==> config.mk <==
export PLATFORM = sky130hd
export DESIGN_NAME = dcdc_ctrl_regs
export DESIGN_NICKNAME = d
export VERILOG_FILES = /design/src/logic/dcdc_coef_store.v /design/src/logic/dcdc_tick_count.v /design/src/logic/dcdc_ctrl_regs.v
export VERILOG_INCLUDE_DIRS = /design/src /design/src/logic
export SDC_FILE = /design/constraint.sdc
export NUM_CORES = 1
export LEC_CHECK = 0
export ABC_AREA = 1
export BUFFER_PORTS_ARGS = -buffer_cell sky130_fd_sc_hd__clkbuf_2
export CORE_ASPECT_RATIO = 1.2
export CORE_MARGIN = 2
export CORE_UTILIZATION = 39
export DETAILED_ROUTE_END_ITERATION = 7
export PLACE_DENSITY = 0.58
export SYNTH_ARGS = -nofsm -noshare
export SYNTH_HDL_FRONTEND = slang
export SYNTH_SLANG_ARGS = --single-unit
==> constraint.sdc <==
create_clock -name sys_clk_in -period 2.1 [get_ports sys_clk_in]
set_input_delay 0.42 -clock sys_clk_in [delete_from_list [all_inputs] [get_ports sys_clk_in]]
set_output_delay 0.42 -clock sys_clk_in [all_outputs]
set_load 0.05 [all_outputs]
==> src/logic/dcdc_map.vh <==
`ifndef DCDC_MAP_VH
`define DCDC_MAP_VH
// Register addresses
`define DCDC_ADDR_CONTROL 8'hd1
`define DCDC_ADDR_ADJUST 8'hd2
// Control register fields
`define DCDC_CTL_OFF 7
`define DCDC_CTL_STANDBY 6
`define DCDC_CTL_COEF_SWAP 5
`define DCDC_CTL_MEAS_EN 4
`define DCDC_CTL_STABLE 1
`define DCDC_CTL_BATLOW 0
// Adjust register fields
`define DCDC_ADJ_BG_HI 7
`define DCDC_ADJ_BG_LO 6
`define DCDC_ADJ_SBY_HI 5
`define DCDC_ADJ_SBY_LO 4
`define DCDC_ADJ_WMASK 8'hf0
// Reset values
`define DCDC_CONTROL_RST 4'h0
`define DCDC_ADJUST_RST 4'h0
`define DCDC_COEF_DEFAULT 8'h5a
// Timing
`define DCDC_CLK_HZ 40000000
`define DCDC_MEAS_SETTLE_NS 500000
// Settle time in system clocks: 0.5 ms at 40 MHz, sized to the counter width
`define DCDC_MEAS_CYCLES 16'h4e20
`define DCDC_OFF_SLOW_PERIODS 16'h000f
`define DCDC_CNT_W 16
`endif

==> src/logic/dcdc_coef_store.v <==
`timescale 1ns/1ps
module dcdc_coef_store (
  input wire sys_clk_in,
  input wire por_in,
  input wire wr_en_in,
  input wire [7:0] wr_data_in,
  output reg [7:0] rd_data_out
);
`include "dcdc_map.vh"
  // Only power-on loads the default; system reset and off mode keep contents
  always @(posedge sys_clk_in)
  begin
    if (por_in)
      rd_data_out <= `DCDC_COEF_DEFAULT;
    else if (wr_en_in)
      rd_data_out <= wr_data_in;
  end
endmodule // dcdc_coef_store

==> src/logic/dcdc_tick_count.v <==
`timescale 1ns/1ps
module dcdc_tick_count (
  input wire sys_clk_in,
  input wire clear_in,
  input wire tick_in,
  input wire [15:0] limit_in,
  output reg done_out
);
  reg [15:0] count_reg;
  always @(posedge sys_clk_in)
  begin
    if (clear_in)
    begin
      count_reg <= 16'h0000;
      done_out <= 1'b0;
    end
    else if (tick_in && !done_out)
    begin
      count_reg <= count_reg + 16'h0001;
      done_out <= (count_reg + 16'h0001 >= limit_in);
    end
  end
endmodule // dcdc_tick_count

==> src/logic/dcdc_ctrl_regs.v <==
`timescale 1ns/1ps
// What this block does
// Control bit 7 forces off mode
// Control bit 6 selects slow-clock standby
// Software, not hardware, leaves standby
// Bit 5 high loads stored coefficients
// Bit 5 low saves live coefficients
// Coefficient store survives off, defaults at power-on
// Bit 4 enables measurement, valid after 0.5 ms
// Receiver load recommended during measurement
// Measurement disabled reads battery-low as one
// Bit 1 shows supply stable status
// Bit 0 shows battery comparator result
// Adjust bits 7:6 trim bandgap
// Adjust bits 5:4 set standby level
// Off completes after 15 slow periods
// Stable loss raises interrupt request
// External reset clears measurement enable
// Control register at address D1H
// Unused bits ignore writes, read zero
// Read-only status bits ignore writes
module dcdc_ctrl_regs (
  input wire sys_clk_in,
  input wire sys_rst_in,
  input wire por_in,
  input wire [7:0] sfr_addr_in,
  input wire sfr_wr_in,
  input wire sfr_rd_in,
  input wire [7:0] sfr_wdata_in,
  input wire slow_tick_in,
  input wire supply_ok_in,
  input wire comparator_low_in,
  input wire [7:0] live_coef_in,
  output reg [7:0] sfr_rdata_out,
  output reg off_request_out,
  output reg off_complete_out,
  output reg standby_select_out,
  output reg use_slow_clock_out,
  output reg coef_load_out,
  output reg [7:0] coef_load_data_out,
  output reg battery_measure_enable_out,
  output reg [1:0] bandgap_trim_out,
  output reg [1:0] standby_level_out,
  output reg stable_lost_irq_out
);
`include "dcdc_map.vh"

  ////////////////////////////////////////////////////////////////////////////
  // Register storage
  reg off_reg;
  reg standby_select_reg;
  reg receiver_coef_swap_reg;
  reg battery_measure_enable_reg;
  reg [3:0] converter_adjust_reg;
  reg supply_stable_flag_reg;
  reg battery_low_flag_reg;
  reg supply_ok_prev_reg;
  reg coef_save_reg;
  wire ctl_wr;
  wire adj_wr;
  wire ctl_rd;
  wire adj_rd;
  wire meas_valid;
  wire off_done;
  wire [7:0] stored_coef;
  wire meas_clear;
  wire off_clear;
  wire [7:0] ctl_rd_word;
  wire [7:0] adj_rd_word;

  assign ctl_wr = sfr_wr_in && (sfr_addr_in == `DCDC_ADDR_CONTROL);
  assign adj_wr = sfr_wr_in && (sfr_addr_in == `DCDC_ADDR_ADJUST);
  assign ctl_rd = sfr_rd_in && (sfr_addr_in == `DCDC_ADDR_CONTROL);
  assign adj_rd = sfr_rd_in && (sfr_addr_in == `DCDC_ADDR_ADJUST);

  ////////////////////////////////////////////////////////////////////////////
  // Control register writes
  always @(posedge sys_clk_in)
  begin
    if (sys_rst_in)
      off_reg <= 1'b0;
    else if (ctl_wr)
      off_reg <= sfr_wdata_in[`DCDC_CTL_OFF];
  end

  // Standby stays until software clears it, even under overload
  always @(posedge sys_clk_in)
  begin
    if (sys_rst_in)
      standby_select_reg <= 1'b0;
    else if (ctl_wr)
      standby_select_reg <= sfr_wdata_in[`DCDC_CTL_STANDBY];
  end

  always @(posedge sys_clk_in)
  begin
    if (sys_rst_in)
      receiver_coef_swap_reg <= 1'b0;
    else if (ctl_wr)
      receiver_coef_swap_reg <= sfr_wdata_in[`DCDC_CTL_COEF_SWAP];
  end

  always @(posedge sys_clk_in)
  begin
    if (sys_rst_in)
      battery_measure_enable_reg <= 1'b0;
    else if (ctl_wr)
      battery_measure_enable_reg <= sfr_wdata_in[`DCDC_CTL_MEAS_EN];
  end

  always @(posedge sys_clk_in)
  begin
    if (sys_rst_in)
      converter_adjust_reg <= `DCDC_ADJUST_RST;
    else if (adj_wr)
      converter_adjust_reg <= sfr_wdata_in[7:4];
  end

  ////////////////////////////////////////////////////////////////////////////
  // Coefficient swap: a write of one loads, a write of zero saves
  always @(posedge sys_clk_in)
  begin
    if (sys_rst_in)
      coef_load_out <= 1'b0;
    else
      coef_load_out <= ctl_wr && sfr_wdata_in[`DCDC_CTL_COEF_SWAP];
  end

  always @(posedge sys_clk_in)
  begin
    if (sys_rst_in)
      coef_save_reg <= 1'b0;
    else
      coef_save_reg <= ctl_wr && !sfr_wdata_in[`DCDC_CTL_COEF_SWAP];
  end

  // Store is not cleared by system reset so a reset or off keeps the set
  dcdc_coef_store u_coef_store (
    .sys_clk_in(sys_clk_in),
    .por_in(por_in),
    .wr_en_in(coef_save_reg),
    .wr_data_in(live_coef_in),
    .rd_data_out(stored_coef)
  );

  always @(posedge sys_clk_in)
  begin
    coef_load_data_out <= stored_coef;
  end

  ////////////////////////////////////////////////////////////////////////////
  // Battery measurement settle timer
  assign meas_clear = sys_rst_in || !battery_measure_enable_reg || (ctl_wr && !sfr_wdata_in[`DCDC_CTL_MEAS_EN]);

  dcdc_tick_count u_meas_timer (
    .sys_clk_in(sys_clk_in),
    .clear_in(meas_clear),
    .tick_in(1'b1),
    .limit_in(`DCDC_MEAS_CYCLES),
    .done_out(meas_valid)
  );

  // The comparator result is only trusted once settled; the last
  // indicator value holds meanwhile
  always @(posedge sys_clk_in)
  begin
    if (sys_rst_in)
      battery_low_flag_reg <= 1'b1;
    else if (!battery_measure_enable_reg)
      battery_low_flag_reg <= 1'b1;
    else if (meas_valid)
      battery_low_flag_reg <= !comparator_low_in;
  end

  ////////////////////////////////////////////////////////////////////////////
  // Off sequence counted in slow clock periods
  assign off_clear = sys_rst_in || !off_reg;

  dcdc_tick_count u_off_timer (
    .sys_clk_in(sys_clk_in),
    .clear_in(off_clear),
    .tick_in(slow_tick_in),
    .limit_in(`DCDC_OFF_SLOW_PERIODS),
    .done_out(off_done)
  );

  ////////////////////////////////////////////////////////////////////////////
  // Supply stable flag and its interrupt
  always @(posedge sys_clk_in)
  begin
    if (sys_rst_in)
      supply_stable_flag_reg <= 1'b0;
    else
      supply_stable_flag_reg <= supply_ok_in;
  end

  always @(posedge sys_clk_in)
  begin
    if (sys_rst_in)
      supply_ok_prev_reg <= 1'b0;
    else
      supply_ok_prev_reg <= supply_stable_flag_reg;
  end

  // No interrupt for the supply drop that off mode causes on purpose
  always @(posedge sys_clk_in)
  begin
    if (sys_rst_in)
      stable_lost_irq_out <= 1'b0;
    else
      stable_lost_irq_out <= supply_ok_prev_reg && !supply_stable_flag_reg && !off_reg;
  end

  ////////////////////////////////////////////////////////////////////////////
  // Outputs toward the converter
  always @(posedge sys_clk_in)
  begin
    if (sys_rst_in)
      off_request_out <= 1'b0;
    else
      off_request_out <= off_reg;
  end

  always @(posedge sys_clk_in)
  begin
    if (sys_rst_in)
      off_complete_out <= 1'b0;
    else
      off_complete_out <= off_done;
  end

  // Off overrides the standby select and measurement enable bits
  always @(posedge sys_clk_in)
  begin
    if (sys_rst_in)
      standby_select_out <= 1'b0;
    else
      standby_select_out <= standby_select_reg && !off_reg;
  end

  always @(posedge sys_clk_in)
  begin
    if (sys_rst_in)
      use_slow_clock_out <= 1'b0;
    else
      use_slow_clock_out <= standby_select_reg || off_reg;
  end

  always @(posedge sys_clk_in)
  begin
    if (sys_rst_in)
      battery_measure_enable_out <= 1'b0;
    else
      battery_measure_enable_out <= battery_measure_enable_reg && !off_reg;
  end

  always @(posedge sys_clk_in)
  begin
    if (sys_rst_in)
      bandgap_trim_out <= 2'h0;
    else
      bandgap_trim_out <= converter_adjust_reg[3:2];
  end

  always @(posedge sys_clk_in)
  begin
    if (sys_rst_in)
      standby_level_out <= 2'h0;
    else
      standby_level_out <= converter_adjust_reg[1:0];
  end

  ////////////////////////////////////////////////////////////////////////////
  // Read data, registered; unused bits are zero
  assign ctl_rd_word = {off_reg, standby_select_reg, receiver_coef_swap_reg, battery_measure_enable_reg,
                        2'b00, supply_stable_flag_reg, battery_low_flag_reg};
  assign adj_rd_word = {converter_adjust_reg, 4'h0};

  // Idle reads return zero so a stray sample never shows stale status
  always @(posedge sys_clk_in)
  begin
    if (sys_rst_in)
      sfr_rdata_out <= 8'h00;
    else
    begin
      case ({ctl_rd, adj_rd})
        2'b10:
          sfr_rdata_out <= ctl_rd_word;
        2'b01:
          sfr_rdata_out <= adj_rd_word;
        default:
          sfr_rdata_out <= 8'h00;
      endcase
    end
  end
endmodule // dcdc_ctrl_regs

; ---- Word level (Yosys, flattened, before mapping)
; Cells that the tools add are included.
[op_classes]
n_bitwise = 1
muxes = 2
n_addsub = 2
order_cmp = 2
eq_ne = 4
n_reduce_logical = 24
[ops]
columns = operator, n
row1 = "16-bit by 1-bit adder with 16-bit output, second input constant", 2
row2 = "8-bit equality test, second input constant", 2
row3 = "16-bit by 15-bit greater-or-equal comparator with 1-bit output, second input constant", 1
row4 = "16-bit by 4-bit greater-or-equal comparator with 1-bit output, second input constant", 1
row5 = 8-bit case mux with 2 select lines, 1
row6 = 1-bit logical AND, 12
row7 = 1-bit logical NOT, 7
row8 = 1-bit logical OR, 4
row9 = "2-bit by 1-bit equality test with 1-bit output, second input constant", 1
row10 = "2-bit equality test, second input constant", 1
row11 = 2-bit OR reduction, 1
row12 = 1-bit 2-to-1 mux, 1
row13 = 1-bit NOT, 1
[word_totals]
out_inout_bits = 27
in_bits = 32
reg_bits = 81

; ---- Longest topological paths before layout
[depth]
word_depth = 4
mapped_depth = 11
depth_no_buf = 11

; ---- Hierarchy
; From an unflattened synthesis, not the netlist that was laid out.
[hier_totals]
cells_unflattened = 613
hier_area_um2 = 4383.0
[by_module_without_submodules]
columns = mod, area_per_inst_um2, n_inst, cells_each
row1 = dcdc_tick_count, 1363.8, 2, 205
row2 = dcdc_ctrl_regs, 1351.3, 1, 160
row3 = dcdc_coef_store, 304.0, 1, 43

; ---- Worst setup path after synthesis
; OpenSTA, ideal clock, no wires.
[synth_timing]
path_type = input -> register
from = in sfr_addr_in[0]
to = reg sfr_rdata_out[4]
setup_ns = 0.070
path_buffers = 0
setup_slack_ns = 0.458
stages = 5
required_time_ns = 2.030
t_arrival_ns = 1.572
path_cell_list = nor4_1 -> nand3_1 -> ha_1 -> or2_2 -> a21oi_1
[synth_between]
elab_chain_cells = 4
elab_cells_between_ends = 7
[synth_rtl]
columns = item, line
row1 = "start, declared", dcdc_ctrl_regs.v:26  ; input wire [7:0] sfr_addr_in,
row2 = 8-bit equality test (no line), n/a
row3 = "1-bit logical AND, on equally long branches", "dcdc_ctrl_regs.v:74, dcdc_ctrl_regs.v:73"
row4 = 2-bit by 1-bit equality test with 1-bit output or 2-bit equality test (tied branches), dcdc_ctrl_regs.v:286  ; case ({ctl_rd, adj_rd})
row5 = 8-bit case mux with 2 select lines (*), dcdc_ctrl_regs.v:286
row6 = "end signal, assigned", dcdc_ctrl_regs.v:288  ; sfr_rdata_out <= ctl_rd_word;
row7 = "end signal, assigned", dcdc_ctrl_regs.v:290  ; sfr_rdata_out <= adj_rd_word;
row8 = "end, declared", dcdc_ctrl_regs.v:34  ; output reg [7:0] sfr_rdata_out,
; Every way passes the cells marked *; elsewhere a longest branch is shown, timed or not.
; A chain may end at the register's enable or synchronous reset.

; ---- Worst setup path in the final report
[layout_timing]
from = reg u_off_timer.count_reg[1]
to = reg u_off_timer.done_out
[layout_between]
elab_chain_cells = 2
[layout_rtl]
columns = item, line
row1 = "start, declared", dcdc_tick_count.v:9  ; reg [15:0] count_reg;
row2 = "start signal, assigned", dcdc_tick_count.v:19  ; count_reg <= count_reg + 16'h0001;
row3 = 16-bit by 1-bit adder with 16-bit output, dcdc_tick_count.v:20  ; done_out <= (count_reg + 16'h0001 >= limit_in);
row4 = 16-bit by 4-bit greater-or-equal comparator with 1-bit output, dcdc_tick_count.v:20
row5 = "end signal, assigned", dcdc_tick_count.v:20
row6 = "end, declared", dcdc_tick_count.v:7  ; output reg done_out
; No other way between the ends.

==> impl_metrics.ini <==
[global_routing]
grt_max_degree = 21
antenna_found_initial = 0
grt_first_pass_wirelength_um = 12650
overflow = 0
grt_use_total = 0.1617
grt_pass1_vias = 2928

[synth]
ys_async_sr_fraction = 0
syn_avg_cell_area_um2 = 7.615
synthCells = 452
ys_ff_latch = 79
yosys_most_used_dff = dfxtp_1
synth_area_um2 = 3442
synth_warnings = 0
synth_edf_count = 0
ys_seq_area_frac = 0.4595
synth.distinct_cells = 37

[power]
p_sw_frac = 0.2438
p_int_uw = 2100
max-vdd-ir-drop_mv = 0.3139
p_sw_uw = 677.3
power_density_nw_per_um2 = 684.3
power_frac_seq = 0.540
clkPwrFrac = 0.432
p_leak_uw = 0.001795
pwr-share-comb = 0.028

[finish]
multi_input_comb_area_um2 = 1600
final_common_cell = nand2_1
stdcell_count = 634
n_fill_cell = 883
diodes = 0
fin_area_um2 = 4059
ff_latch_area_um2 = 1582
layout_common_cells = nand2_1 (89), dfxtp_1 (79), nor2_1 (59)
nets = 550
areaGrowthSynthToFinish_pct = 17.92
drive_gt1_frac = 0.1973

[critical_path]
setup.worst_path.end_class = flip-flop
path_cells = ha_1, nand2_2, nor2_4, xnor2_1, nand3_1, nor2_1, nand4_1, nand2_1, a21oi_2
crit_fanout = 6
max_stage_delay_ns = 0.43
cp.buffers_inverters = 0
crit_family = simple AND/OR/NAND/NOR gates
critPathLaunchType = flip-flop
critPathArrivalTime_ns = 1.98
required_ns = 2.35
cp_slowest_cell = dfxtp_1
setup.worst_path.class = flip-flop to flip-flop

[drt]
drt_first_pass_iters = 4
viasPerCell = 4.719
routed_wl_um = 7242
postRouteAntennaNets = 0
wire_per_inst_um = 11.42
drtIter0Drc = 87
drc = 0
num_vias = 2992

[sta]
fin_skew_ns = 0.01296
tns_ns = 0
worst_slew_pin_slew_ns = 0.5507
holdWs_ns = 0.2378
fmax_mhz = 576.2
period_share = 0.8264
setup_viol = 0
rsz0062_at_grt = no
finalHoldViolCount = 0
finalCriticalPeriod_ns = 1.735
postLayoutSetupSlackWorst_ns = 0.3645
drv_slew = 0
maxSlewHeadroom = 0.6325

[place]
post-dp-hpwl_um = 5509
dp_cells = 618
place_area_um2 = 3851
gp_congestion = 0.8462
port-buffer-count = 52
pre_cts_ws_ns = 0.1844

[clocking]
cts-hold-fix-buffers = 0
cts_setup_buffers = 0
cts_resized = 0
cts_buffers = 9
cts_tree = yes
cts.reportedPaths.clkPinSlew_ns = 0.09
ctsHtreeMaxLevel = 3
clk-insertion-delay-late_ns = 0.36
cts_sinks = 79
cts-root-buf = clkbuf_8
cts_buffer_depth = 2

[worst_hold_path]
min_path_type = input pin to flip-flop

[outcome]
status = complete, no violations

[die]
initial_core_util = 0.4019
die_area_um2 = 9596
die_height_um = 106.9
die_w_um = 89.76
coreArea_um2 = 8564
io_pins = 59
rows = 37

[run]
cap_violations = 0
## cell families after synthesis
group / Yosys count / share of synthesized area
flops: 79 / 0.4595
xor+xnor: 15 / 0.03817
fa+ha+maj: 6 / 0.02181
other cells: 1 / 0.001089
buf+inv: 68 / 0.07670
simple gates: 215 / 0.2919
compound gates: 68 / 0.1109
## worst paths after layout
kind                                             startpoint               endpoint  slack (ns)  depth (start not counted)
worst max-delay path               u_off_timer.count_reg[1]   u_off_timer.done_out        0.36                          9
worst min-delay path                      comparator_low_in   battery_low_flag_reg        0.24                          2
worst max register to register     u_off_timer.count_reg[1]   u_off_timer.done_out        0.36                          9
worst min register to register  u_coef_store.rd_data_out[2]  coef_load_data_out[2]        0.36                          0
## per-stage QoR
step                      utilization  total power (µW)
after floorplan                     -              1577
after global placement         0.4497              1613
after detailed placement       0.4497              1614
after CTS                      0.4739              2808
after global routing           0.4739              2880
final                          0.4739              2778
## power groups by stage
stage	sequential, µW	combinational, µW	clock (µW)
4_1_cts	1500	78.0	1230
3_5_place_dp	1540	78.1	0
3_3_place_gp	1540	76.9	0
2_1_floorplan	1540	38.2	0
5_1_grt	1500	87.5	1290
6_report	1500	77.0	1200
## area by class of cell
| cell class | count | share of cell area |
|---|---|---|
| Clock inverter | 7 | 0.02065 |
| Clock buffer | 9 | 0.03052 |
| Inverter | 58 | 0.05364 |
| Timing Repair Buffer | 58 | 0.07522 |
| Tap cell | 117 | 0.03607 |
| Multi-Input combinational cell | 306 | 0.3943 |
| Sequential cell | 79 | 0.3896 |
## synth_stat cells (3+ instances only)
cell type | count | area share
dfxtp_1 | 79 | 0.46
ha_1 | 6 | 0.022
xor2_1 | 11 | 0.028
nand2_2 | 6 | 0.011
nand3_1 | 28 | 0.041
nor2_1 | 59 | 0.064
nor2_2 | 7 | 0.013
o211ai_1 | 8 | 0.017
inv_1 | 56 | 0.061
clkbuf_1 | 7 | 0.0076
a21oi_1 | 27 | 0.039
a211oi_1 | 3 | 0.0065
nand4_1 | 10 | 0.018
xnor2_1 | 4 | 0.010
nor2_4 | 4 | 0.013
nand2_1 | 89 | 0.097
o21ai_0 | 24 | 0.035
## layer usage
layer | up-vias | track usage | part of all wire
li1 | 1578 | - | -
met5 | - | 0 | 0
met4 | 0 | 0.07582 | 0.022
met2 | 47 | 0.2841 | 0.49
met1 | 1353 | 0.1927 | 0.46
met3 | 14 | 0.02881 | 0.032
## worst reg2reg max path, delay by kind of cell, from the launching register on
family	cells	cell delay (ns)
AOI/OAI and AO/OA	1	0.05
xor gates and xnor gates	1	0.16
adders and majority gates	1	0.24
DFF	1	0.43
and+or+nand+nor	6	0.73
Note: power is estimated with default switching activity, not from simulation.
